--- src/rff_defines.svh ---
`ifndef RFF_DEFINES_SVH
`define RFF_DEFINES_SVH

// ----------------------------------------
// frame constants
// ----------------------------------------
`define RFF_DELIM 8'h7e
`define RFF_TYPE_STD 8'h90
`define RFF_TYPE_EXP 8'h91
`define RFF_TYPE_SAMP 8'h92
`define RFF_OPT_SAMP_MASK 8'h03
`define RFF_SAMPLE_SETS 8'h01
`define RFF_UNKNOWN64 64'hffff_ffff_ffff_ffff
`define RFF_CSUM_BASE 8'hff
`define RFF_LEN_BIAS 8'h02
`define RFF_TYPE_POS 8'h03
`define RFF_HDR_LAST_STD 8'h0e
`define RFF_HDR_LAST_EXP 8'h14
`define RFF_HDR_LAST_SAMP 8'h12
`define RFF_DIG_USED 16'h1cff
`define RFF_ANA_USED 8'h8f
`define RFF_ANA_SUPPLY_BIT 7

// ----------------------------------------
// register map
// ----------------------------------------
`define RFF_REG_CTRL 8'h00
`define RFF_REG_STATUS 8'h04
`define RFF_REG_FRAMES 8'h08
`define RFF_REG_DROPS 8'h0c
`define RFF_CTRL_FMT 0
`define RFF_CTRL_API 1
`define RFF_CTRL_RESET 2'h2

// ----------------------------------------
// buffering
// ----------------------------------------
`define RFF_FIFO_DEPTH 32

`endif

--- src/rff_pkg.sv ---
package rff_pkg;
    typedef enum logic [2:0] {st_idle, st_head, st_tail, st_pay, st_csum} rff_state_t;
    typedef enum logic [1:0] {kind_std, kind_exp, kind_samp} rff_kind_t;
endpackage

--- src/rff_fifo.sv ---
`timescale 1ns/100ps
`default_nettype none
module rff_fifo #(
    parameter int WIDTH = 8,
    parameter int DEPTH = 32
) (
    input wire logic clock,
    input wire logic rst_n,
    input wire logic in_valid,
    output logic in_ready,
    input wire logic [WIDTH-1:0] in_data,
    output logic out_valid,
    input wire logic out_ready,
    output logic [WIDTH-1:0] out_data
);
    localparam int AW = $clog2(DEPTH);
    logic [WIDTH-1:0] mem [DEPTH];
    logic [AW-1:0] wr_ptr;
    logic [AW-1:0] rd_ptr;
    logic [AW:0] count;
    logic push;
    logic pop;

    assign in_ready = (count != (AW+1)'(DEPTH));
    assign out_valid = (count != '0);
    assign out_data = mem[rd_ptr];
    assign push = in_valid && in_ready;
    assign pop = out_valid && out_ready;

    always_ff @(posedge clock) begin
        if (push) begin
            mem[wr_ptr] <= in_data;
        end
    end

    always_ff @(posedge clock) begin
        if (!rst_n) begin
            wr_ptr <= '0;
            rd_ptr <= '0;
        end else begin
            if (push) begin
                wr_ptr <= (wr_ptr == AW'(DEPTH-1)) ? '0 : wr_ptr + 1'b1;
            end
            if (pop) begin
                rd_ptr <= (rd_ptr == AW'(DEPTH-1)) ? '0 : rd_ptr + 1'b1;
            end
        end
    end

    always_ff @(posedge clock) begin
        if (!rst_n) begin
            count <= '0;
        end else if (push && !pop) begin
            count <= count + 1'b1;
        end else if (pop && !push) begin
            count <= count - 1'b1;
        end
    end

    fifo_bound_a: assert property (@(posedge clock) disable iff (!rst_n)
        count <= (AW+1)'(DEPTH)) else $error("fifo count past depth");
endmodule
`default_nettype wire

--- src/rff_ahb_regs.sv ---
`timescale 1ns/100ps
`default_nettype none
`include "rff_defines.svh"
module rff_ahb_regs (
    input wire logic clock,
    input wire logic rst_n,
    input wire logic hsel,
    input wire logic [31:0] haddr,
    input wire logic [1:0] htrans,
    input wire logic hwrite,
    input wire logic [2:0] hsize,
    input wire logic [31:0] hwdata,
    input wire logic hready,
    output logic hreadyout,
    output logic hresp,
    output logic [31:0] hrdata,
    input wire logic busy,
    input wire logic frame_done,
    input wire logic frame_drop,
    output logic fmt_option,
    output logic api_mode
);
    logic take;
    logic wr_pend;
    logic [7:0] wr_addr;
    logic [1:0] ctrl;
    logic [31:0] frames;
    logic [31:0] drops;

    assign hreadyout = 1'b1;
    assign hresp = 1'b0;
    assign take = hsel && htrans[1] && hready;
    assign fmt_option = ctrl[`RFF_CTRL_FMT];
    assign api_mode = ctrl[`RFF_CTRL_API];

    // ----------------------------------------
    // address phase capture
    // ----------------------------------------
    always_ff @(posedge clock) begin
        if (!rst_n) begin
            wr_pend <= 1'b0;
            wr_addr <= 8'h00;
        end else begin
            wr_pend <= take && hwrite && (hsize == 3'h2);
            wr_addr <= haddr[7:0];
        end
    end

    always_ff @(posedge clock) begin
        if (!rst_n) begin
            ctrl <= `RFF_CTRL_RESET;
        end else if (wr_pend && wr_addr == `RFF_REG_CTRL) begin
            ctrl <= hwdata[1:0];
        end
    end

    always_ff @(posedge clock) begin
        if (!rst_n) begin
            hrdata <= 32'h0000_0000;
        end else if (take && !hwrite) begin
            case (haddr[7:0])
                `RFF_REG_CTRL: hrdata <= {30'h0, ctrl};
                `RFF_REG_STATUS: hrdata <= {31'h0, busy};
                `RFF_REG_FRAMES: hrdata <= frames;
                `RFF_REG_DROPS: hrdata <= drops;
                default: hrdata <= 32'h0000_0000;
            endcase
        end
    end

    always_ff @(posedge clock) begin
        if (!rst_n) begin
            frames <= 32'h0000_0000;
            drops <= 32'h0000_0000;
        end else begin
            if (frame_done) begin
                frames <= frames + 32'h0000_0001;
            end
            if (frame_drop) begin
                drops <= drops + 32'h0000_0001;
            end
        end
    end
endmodule
`default_nettype wire

--- src/rff_framer.sv ---
`timescale 1ns/100ps
`default_nettype none
`include "rff_defines.svh"
module rff_framer (
    input wire logic clock,
    input wire logic rst_n,
    input wire logic hsel,
    input wire logic [31:0] haddr,
    input wire logic [1:0] htrans,
    input wire logic hwrite,
    input wire logic [2:0] hsize,
    input wire logic [31:0] hwdata,
    input wire logic hready,
    output logic hreadyout,
    output logic hresp,
    output logic [31:0] hrdata,
    input wire logic rx_valid,
    output logic rx_ready,
    input wire logic rx_is_sample,
    input wire logic [63:0] rx_src64,
    input wire logic rx_src64_known,
    input wire logic [15:0] rx_src16,
    input wire logic [7:0] rx_src_ep,
    input wire logic [7:0] rx_dst_ep,
    input wire logic [15:0] rx_cluster,
    input wire logic [15:0] rx_profile,
    input wire logic [7:0] rx_opts,
    input wire logic [7:0] rx_pay_len,
    input wire logic [15:0] rx_dig_mask,
    input wire logic [7:0] rx_ana_mask,
    input wire logic [15:0] rx_dig_samples,
    input wire logic [79:0] rx_ana_values,
    input wire logic pay_valid,
    output logic pay_ready,
    input wire logic [7:0] pay_data,
    output logic out_valid,
    input wire logic out_ready,
    output logic [7:0] out_data
);
    rff_pkg::rff_state_t state;
    rff_pkg::rff_kind_t kind;
    logic fmt_option;
    logic api_mode;
    logic framed;
    logic fifo_valid;
    logic fifo_ready;
    logic [7:0] fifo_data;
    logic accept;
    logic drop;
    logic adv;
    logic emit;
    logic [7:0] cur;
    logic [7:0] pos;
    logic [7:0] hdr_last;
    logic [3:0] tpos;
    logic [3:0] tail_len;
    logic [7:0] pay_left;
    logic [7:0] sum;
    logic [15:0] len;
    logic [63:0] src64;
    logic [15:0] src16;
    logic [7:0] src_ep;
    logic [7:0] dst_ep;
    logic [15:0] cluster;
    logic [15:0] profile;
    logic [7:0] opts;
    logic [15:0] dmask;
    logic [7:0] amask;
    logic [7:0] tail [12];
    logic [7:0] next_tail [12];
    logic [3:0] next_tail_len;
    logic [7:0] next_hdr_last;
    logic [15:0] used_dig;
    logic [7:0] used_ana;
    logic frame_done;

    // ----------------------------------------
    // register bus and payload buffer
    // ----------------------------------------
    rff_ahb_regs u_regs (
        .clock(clock),
        .rst_n(rst_n),
        .hsel(hsel),
        .haddr(haddr),
        .htrans(htrans),
        .hwrite(hwrite),
        .hsize(hsize),
        .hwdata(hwdata),
        .hready(hready),
        .hreadyout(hreadyout),
        .hresp(hresp),
        .hrdata(hrdata),
        .busy(state != rff_pkg::st_idle),
        .frame_done(frame_done),
        .frame_drop(drop),
        .fmt_option(fmt_option),
        .api_mode(api_mode)
    );

    rff_fifo #(
        .WIDTH(8),
        .DEPTH(`RFF_FIFO_DEPTH)
    ) u_fifo (
        .clock(clock),
        .rst_n(rst_n),
        .in_valid(pay_valid),
        .in_ready(pay_ready),
        .in_data(pay_data),
        .out_valid(fifo_valid),
        .out_ready(fifo_ready),
        .out_data(fifo_data)
    );

    // ----------------------------------------
    // request acceptance
    // ----------------------------------------
    assign rx_ready = (state == rff_pkg::st_idle);
    assign accept = rx_valid && rx_ready;
    // samples are only framed, and only with the standard format
    assign drop = accept && rx_is_sample && (fmt_option || !api_mode);
    assign used_dig = rx_dig_mask & `RFF_DIG_USED;
    assign used_ana = rx_ana_mask & `RFF_ANA_USED;
    assign next_hdr_last = rx_is_sample ? `RFF_HDR_LAST_SAMP :
                           (fmt_option ? `RFF_HDR_LAST_EXP : `RFF_HDR_LAST_STD);

    // sample tail: digital word, then analog results from input 0 up
    always_comb begin
        for (int i = 0; i < 12; i++) begin
            next_tail[i] = 8'h00;
        end
        next_tail_len = 4'h0;
        if (used_dig != 16'h0000) begin
            next_tail[0] = rx_dig_samples[15:8] & used_dig[15:8];
            next_tail[1] = rx_dig_samples[7:0] & used_dig[7:0];
            next_tail_len = 4'h2;
        end
        for (int a = 0; a < 5; a++) begin
            if (used_ana[(a == 4) ? `RFF_ANA_SUPPLY_BIT : a]) begin
                next_tail[next_tail_len] = rx_ana_values[16*a+8 +: 8];
                next_tail[4'(next_tail_len + 4'h1)] = rx_ana_values[16*a +: 8];
                next_tail_len = next_tail_len + 4'h2;
            end
        end
    end

    always_ff @(posedge clock) begin
        if (!rst_n) begin
            kind <= rff_pkg::kind_std;
            framed <= 1'b1;
            hdr_last <= `RFF_HDR_LAST_STD;
            tail_len <= 4'h0;
            len <= 16'h0000;
            src64 <= 64'h0;
            src16 <= 16'h0000;
            src_ep <= 8'h00;
            dst_ep <= 8'h00;
            cluster <= 16'h0000;
            profile <= 16'h0000;
            opts <= 8'h00;
            dmask <= 16'h0000;
            amask <= 8'h00;
            for (int i = 0; i < 12; i++) begin
                tail[i] <= 8'h00;
            end
        end else if (accept && !drop) begin
            kind <= rx_is_sample ? rff_pkg::kind_samp :
                    (fmt_option ? rff_pkg::kind_exp : rff_pkg::kind_std);
            framed <= api_mode;
            hdr_last <= next_hdr_last;
            tail_len <= rx_is_sample ? next_tail_len : 4'h0;
            len <= 16'(next_hdr_last - `RFF_LEN_BIAS) + 16'(next_tail_len & {4{rx_is_sample}})
                   + 16'(rx_pay_len & {8{!rx_is_sample}});
            src64 <= (fmt_option && !rx_is_sample && !rx_src64_known) ?
                     `RFF_UNKNOWN64 : rx_src64;
            src16 <= rx_src16;
            src_ep <= rx_src_ep;
            dst_ep <= rx_dst_ep;
            cluster <= rx_cluster;
            profile <= rx_profile;
            opts <= rx_is_sample ? (rx_opts & `RFF_OPT_SAMP_MASK) : rx_opts;
            dmask <= used_dig;
            amask <= used_ana;
            tail <= next_tail;
        end
    end

    // ----------------------------------------
    // byte selection
    // ----------------------------------------
    always_comb begin
        cur = 8'h00;
        case (state)
            rff_pkg::st_head: begin
                case (pos)
                    8'h00: cur = `RFF_DELIM;
                    8'h01: cur = len[15:8];
                    8'h02: cur = len[7:0];
                    8'h03: begin
                        case (kind)
                            rff_pkg::kind_exp: cur = `RFF_TYPE_EXP;
                            rff_pkg::kind_samp: cur = `RFF_TYPE_SAMP;
                            default: cur = `RFF_TYPE_STD;
                        endcase
                    end
                    8'h0c: cur = src16[15:8];
                    8'h0d: cur = src16[7:0];
                    8'h0e: cur = (kind == rff_pkg::kind_exp) ? src_ep : opts;
                    8'h0f: cur = (kind == rff_pkg::kind_exp) ? dst_ep : `RFF_SAMPLE_SETS;
                    8'h10: cur = (kind == rff_pkg::kind_exp) ? cluster[15:8] : dmask[15:8];
                    8'h11: cur = (kind == rff_pkg::kind_exp) ? cluster[7:0] : dmask[7:0];
                    8'h12: cur = (kind == rff_pkg::kind_exp) ? profile[15:8] : amask;
                    8'h13: cur = profile[7:0];
                    8'h14: cur = opts;
                    default: cur = src64[8'(8'h0b - pos)*8 +: 8];
                endcase
            end
            rff_pkg::st_tail: cur = tail[tpos];
            rff_pkg::st_pay: cur = fifo_data;
            rff_pkg::st_csum: cur = `RFF_CSUM_BASE - sum;
            default: cur = 8'h00;
        endcase
    end

    assign adv = !out_valid || out_ready;
    assign fifo_ready = (state == rff_pkg::st_pay) && adv;
    assign emit = adv && (state != rff_pkg::st_idle) &&
                  (state != rff_pkg::st_pay || fifo_valid);
    assign frame_done = emit && (state == rff_pkg::st_csum ||
                        (state == rff_pkg::st_pay && !framed && pay_left == 8'h01));

    // ----------------------------------------
    // sequencing
    // ----------------------------------------
    always_ff @(posedge clock) begin
        if (!rst_n) begin
            state <= rff_pkg::st_idle;
            pos <= 8'h00;
            tpos <= 4'h0;
            pay_left <= 8'h00;
        end else begin
            case (state)
                rff_pkg::st_idle: begin
                    pos <= 8'h00;
                    tpos <= 4'h0;
                    if (accept && !drop) begin
                        pay_left <= rx_is_sample ? 8'h00 : rx_pay_len;
                        if (api_mode) begin
                            state <= rff_pkg::st_head;
                        end else if (rx_pay_len != 8'h00) begin
                            state <= rff_pkg::st_pay;
                        end
                    end
                end
                rff_pkg::st_head: begin
                    if (emit) begin
                        pos <= pos + 8'h01;
                        if (pos == hdr_last) begin
                            if (tail_len != 4'h0) begin
                                state <= rff_pkg::st_tail;
                            end else if (pay_left != 8'h00) begin
                                state <= rff_pkg::st_pay;
                            end else begin
                                state <= rff_pkg::st_csum;
                            end
                        end
                    end
                end
                rff_pkg::st_tail: begin
                    if (emit) begin
                        tpos <= tpos + 4'h1;
                        if (tpos == 4'(tail_len - 4'h1)) begin
                            state <= rff_pkg::st_csum;
                        end
                    end
                end
                rff_pkg::st_pay: begin
                    if (emit) begin
                        pay_left <= pay_left - 8'h01;
                        if (pay_left == 8'h01) begin
                            state <= framed ? rff_pkg::st_csum : rff_pkg::st_idle;
                        end
                    end
                end
                rff_pkg::st_csum: begin
                    if (emit) begin
                        state <= rff_pkg::st_idle;
                    end
                end
                default: state <= rff_pkg::st_idle;
            endcase
        end
    end

    // running sum from the type byte through the last data byte
    always_ff @(posedge clock) begin
        if (!rst_n) begin
            sum <= 8'h00;
        end else if (state == rff_pkg::st_idle) begin
            sum <= 8'h00;
        end else if (emit && state != rff_pkg::st_csum &&
                     (state != rff_pkg::st_head || pos >= `RFF_TYPE_POS)) begin
            sum <= sum + cur;
        end
    end

    always_ff @(posedge clock) begin
        if (!rst_n) begin
            out_valid <= 1'b0;
            out_data <= 8'h00;
        end else if (adv) begin
            out_valid <= emit;
            if (emit) begin
                out_data <= cur;
            end
        end
    end

    // ----------------------------------------
    // checks
    // ----------------------------------------
    delim_first_a: assert property (@(posedge clock) disable iff (!rst_n)
        emit && state == rff_pkg::st_head && pos == 8'h00 |=> out_data == `RFF_DELIM)
        else $error("frame did not open with delimiter");
    type_std_a: assert property (@(posedge clock) disable iff (!rst_n)
        emit && state == rff_pkg::st_head && pos == 8'h03 && kind == rff_pkg::kind_std
        |=> out_data == `RFF_TYPE_STD) else $error("standard type byte wrong");
    type_exp_a: assert property (@(posedge clock) disable iff (!rst_n)
        accept && !rx_is_sample && fmt_option && api_mode
        |=> kind == rff_pkg::kind_exp && hdr_last == `RFF_HDR_LAST_EXP)
        else $error("explicit format not chosen");
    type_samp_a: assert property (@(posedge clock) disable iff (!rst_n)
        emit && state == rff_pkg::st_head && pos == 8'h03 && kind == rff_pkg::kind_samp
        |=> out_data == `RFF_TYPE_SAMP) else $error("sample type byte wrong");
    sample_drop_a: assert property (@(posedge clock) disable iff (!rst_n)
        accept && rx_is_sample && !api_mode && !out_valid
        |=> (state == rff_pkg::st_idle && !out_valid) ##1 !out_valid)
        else $error("sample framed in transparent mode");
    samp_opts_a: assert property (@(posedge clock) disable iff (!rst_n)
        emit && state == rff_pkg::st_head && pos == 8'h0e && kind == rff_pkg::kind_samp
        |=> (out_data & ~`RFF_OPT_SAMP_MASK) == 8'h00) else $error("sample options stray bits");
    samp_sets_a: assert property (@(posedge clock) disable iff (!rst_n)
        emit && state == rff_pkg::st_head && pos == 8'h0f && kind == rff_pkg::kind_samp
        |=> out_data == `RFF_SAMPLE_SETS) else $error("sample set count not one");
    no_tail_a: assert property (@(posedge clock) disable iff (!rst_n)
        accept && !drop && rx_is_sample && used_dig == 16'h0000 && used_ana == 8'h00
        |=> tail_len == 4'h0) else $error("samples emitted with empty masks");
    unknown_src_a: assert property (@(posedge clock) disable iff (!rst_n)
        accept && !drop && fmt_option && !rx_is_sample && !rx_src64_known
        |=> src64 == `RFF_UNKNOWN64) else $error("unknown source not all ones");
    csum_value_a: assert property (@(posedge clock) disable iff (!rst_n)
        emit && state == rff_pkg::st_csum |=> out_data == 8'(`RFF_CSUM_BASE - $past(sum)))
        else $error("checksum byte wrong");
endmodule
`default_nettype wire

--- config.mk ---
export PLATFORM = sky130hd
export DESIGN_NAME = rff_framer
export DESIGN_NICKNAME = d
export VERILOG_FILES = /design/src/rff_pkg.sv /design/src/rff_fifo.sv /design/src/rff_ahb_regs.sv /design/src/rff_framer.sv
export VERILOG_INCLUDE_DIRS = /design/src
export SDC_FILE = /design/constraint.sdc
export NUM_CORES = 1
export LEC_CHECK = 0
export BUFFER_PORTS_ARGS = -buffer_cell sky130_fd_sc_hd__buf_4
export CAP_MARGIN = 5
export CORE_MARGIN = 2
export CORE_UTILIZATION = 53
export DETAILED_ROUTE_END_ITERATION = 8
export PLACE_DENSITY = 0.76
export SLEW_MARGIN = 30
export SYNTH_ARGS = -nofsm -noshare
export SYNTH_HDL_FRONTEND = slang
export SYNTH_SLANG_ARGS = --single-unit
export TNS_END_PERCENT = 100
--- constraint.sdc ---
create_clock -name clock -period 4.3 [get_ports clock]
set_input_delay 0 -clock clock [delete_from_list [all_inputs] [get_ports clock]]
set_output_delay 0 -clock clock [all_outputs]
set_load 0.005 [all_outputs]
==> results by group <==
Route
  • DR vias: between 20000 and 30000
  • DRC violations left: 0
  • Total Wirelength: approximately 100 mm
  • Final ANT Viol Nets: 0
  • DR pass1 iterations: 8
  • Via-to-Cell Ratio: 6.10
  • Wire length per cell: about 22 um
  • Initial DRC Count: roughly 2900

Yosys
  • Seq/Total Area, Yosys: between 40% and 50%
  • Synth warn: 0
  • Syn avg cell area: 10.6 sq um
  • Cell type with the largest total area after synthesis: dfxtp_1
  • Synth unique cells: between 80 and 90
  • Ys flop type: dfxtp_1
  • Top post-synthesis cells by area: dfxtp_1, edfxtp_1, mux4_2
  • Most frequent cell after synthesis: dfxtp_1
  • Asr flop ratio synth: 0%
  • Post-Syn Area: 33400 sq um
  • #FFs+latches synth: about 690
  • Mapped Cells: between 3000 and 4000
  • Share of the synthesized area in the top cell type: a little over a quarter
  • List of most frequent post-synthesis cells: dfxtp_1, nand2_1, edfxtp_1
  • Number of synthesized flops with an enable pin: ~260
  • Syn Nets: 3548

Setup path
  • Largest stage delay, worst path: approximately 0.55 ns
  • Crit path max fanout: 22
  • Slowest cell on crit path: mux4_2
  • Worst flop-to-flop path endpoint: sum[7]$_SDFFE_PP0P_
  • Worst path cell trace: buf_12, mux4_2, mux4_2, mux2i_1, o221ai_1, nor2_1, inv_1, ha_1, a21o_1, a21oi_1, o21bai_1, a21oi_1, o21ai_0, nor2b_1, mux2_2, mux2i_1
  • Startpoint types: flip-flop
  • CP arrival: between 4 and 5 ns
  • CP endpoint kind: flip-flop
  • Worst Path Required: about 4.8 ns
  • R2R setup slack: between 0.1 and 0.15 ns
  • Kind of critical path: reg -> reg
  • R2R cell count: 16

GRT
  • First-pass GRT wire length: about 160 mm
  • Pin count of the biggest net entering global routing: 163
  • GRT Resource Usage Total: between 30% and 40%
  • Vias in the first global route: around 28000
  • Initial antenna violation count: 4
  • Total gr overflow: 0

Floorplan
  • Ports: 396
  • Die Ht: around 260 um
  • Core ar.: around 63000 sq um
  • Die area: 65000 sq um
  • Initial core utilization: 53.2%
  • FP Rows: 92
  • Chip Width: roughly 260 um

Clock network
  • Clk_lat worst skew: ~0.62 ns
  • Clock transition at path regs: approximately 0.06 ns
  • Htree depth: 3
  • CTS Sinks: just under 700
  • Num CTS Buffers: between 70 and 80
  • Post-CTS Setup Bufs: 0
  • Clk buf depth: 3
  • Root Driver: clkbuf_16
  • CTS tree: built

Timing
  • Final Hold Viols: 0
  • RSZ-0062 raised after global routing: true
  • Relative slew slack: roughly a third
  • Clk_skew: just over 0.03 ns
  • Worst Tran Pin Value: 0.977 ns
  • Setup violators final: 0
  • Minimum clock period: 4.17 ns
  • Fin crit share: 96.9%
  • Slew Viols, Final: 0
  • WHS: 0.0316 ns
  • Final worst-path setup slack: 0.134 ns
  • Fmax: between 200 and 250 MHz

Placed design
  • Worst slack at placement: -0.116 ns
  • Gpl congestion: between 1 and 1.5
  • PortBufs: between 300 and 400
  • Dpl hpwl: around 67 mm

Hold path
  • Hold depth: 5
  • Min-delay src: rx_pay_len[1]
  • Hold crit path type: in -> reg
  • WHS Endpoint: pay_left[1]$_SDFFE_PN0P_

Final layout
  • Share of post-route cells with drive strength above 1: about a fifth
  • Post-layout util: between 60% and 70%
  • FILL cells: ~4400
  • Nets: 4139
  • P&R area growth vs syn: 27.5%

Power
  • Int Power: 13.1 mW
  • Lkg Pwr: roughly 16 nW
  • Power per cell area: ~440 nW/um^2
  • Total power draw: ~19 mW
  • Flop pwr share: between 40% and 50%
  • Comb power frac: about a quarter
  • Maximum VDD drop: approximately 0.58 mV
  • Switching share of power: between 20 and 30%
  • P_sw: about 5.6 mW
  • Power share of the clock group: roughly a third

Job
  • Max_cap viols: 0

Run status
  • Outcome: completed
[worst max-delay path: cells and delay by family (launching register included)]
family | cells | cell delay (ns)
DFF | 1 | 0.37
AOI/OAI and AO/OA | 6 | 1.03
and+or+nand+nor | 2 | 0.30
adders and majority gates | 1 | 0.29
muxes | 5 | 1.77
buffers and inverters | 2 | 0.27
[sequential cells by signal (all words and copies together), names as in the netlist, 10 cells and up, named ones only]
| register | cells |
|---|---|
| u_fifo.mem | 256 |
| tail | 96 |
| src64 | 64 |
| u_regs.drops | 32 |
| u_regs.frames | 32 |
| u_regs.hrdata | 32 |
| cluster | 16 |
| profile | 16 |
| src16 | 16 |
| dmask | 11 |
| len | 10 |
[through the flow]
stage	TNS (ns)	instances	area [sq um]
after floorplan	0	3144	33400
after global placement	-0.138	4189	36900
after detailed placement	-0.185	4190	36900
after CTS	0	4636	42500
after global routing	-0.117	4638	42600
final	0	4640	42600
[kinds of logic (layout without fill, tap and decap cells)]
logic type	count (synthesis)	after routing	synth area share, %
and+or+nand+nor	966	966	14.0
AOI/OAI and AO/OA	779	779	15.9
DFF	692	692	49.2
muxes	287	287	13.2
buffers and inverters	284	929	3.47
xor gates and xnor gates	81	81	2.12
adders and majority gates	53	53	2.08
other	2	7	0.0225
[layer usage]
metal	global-route usage, %	routed length, um	up-vias	part of all wire (%)
met5	0	0	-	0
met4	16.1	5590	0	5.4
met3	6.70	8700	378	8.3
met2	50.4	48900	1433	47
met1	40.4	41100	13671	39
li1	-	-	12811	-
[layout by cell type, fill, tap and decap left out, types with 42 or more instances in the layout]
cell / n
ha_1: 48
buf_4: 422
nand3_1: 90
a21oi_1: 162
clkbuf_16: 74
mux4_2: 121
and3_1: 42
nor2_1: 118
o221a_2: 66
and2_1: 96
xnor2_1: 59
dfxtp_1: 433
a21boi_0: 122
dlygate4sd3_1: 316
nand2_1: 415
mux2i_1: 142
edfxtp_1: 256
a211oi_1: 48
o21ai_0: 214
inv_1: 49
[worst max path at each step]
stage | end | slack (ns)
final | sum[7]$_SDFFE_PP0P_ | 0.13
after global routing | sum[7]$_SDFFE_PP0P_ | -0.10
after CTS | sum[7]$_SDFFE_PP0P_ | 0.08
after detailed placement | len[6]$_SDFFE_PN0P_ | -0.12
after global placement | len[6]$_SDFFE_PN0P_ | -0.1
after floorplan | sum[7]$_SDFFE_PP0P_ | 0.006
[power groups by stage]
stage,Combinational [mW],Sequential [mW],Clock [mW]
2_1_floorplan,2.62,7.80,0
3_3_place_gp,3.75,7.98,0
3_5_place_dp,3.85,7.99,0
4_1_cts,4.25,7.86,6.44
5_1_grt,4.76,7.96,6.70
6_report,4.41,7.92,6.38
[timing repair]
action	in CTS	in global routing
hold endpoints to repair	551	0
gates resized for setup	0	18
endpoints found under the setup margin	0	7
hold buffers	317	0
[cell type report]
type | instances | area (sq um) | area share (%)
Clock buffer | 101 | 2050 | 4.82
Antenna cell | 5 | 12.5 | 0.0294
Timing Repair Buffer | 747 | 6510 | 15.3
Tap cell | 846 | 1060 | 2.49
Inverter | 53 | 199 | 0.467
Multi-Input combinational cell | 2168 | 16000 | 37.5
Sequential cell | 692 | 16400 | 38.6
Clock inverter | 28 | 350 | 0.823
Note: power is estimated with default switching activity, not from simulation.
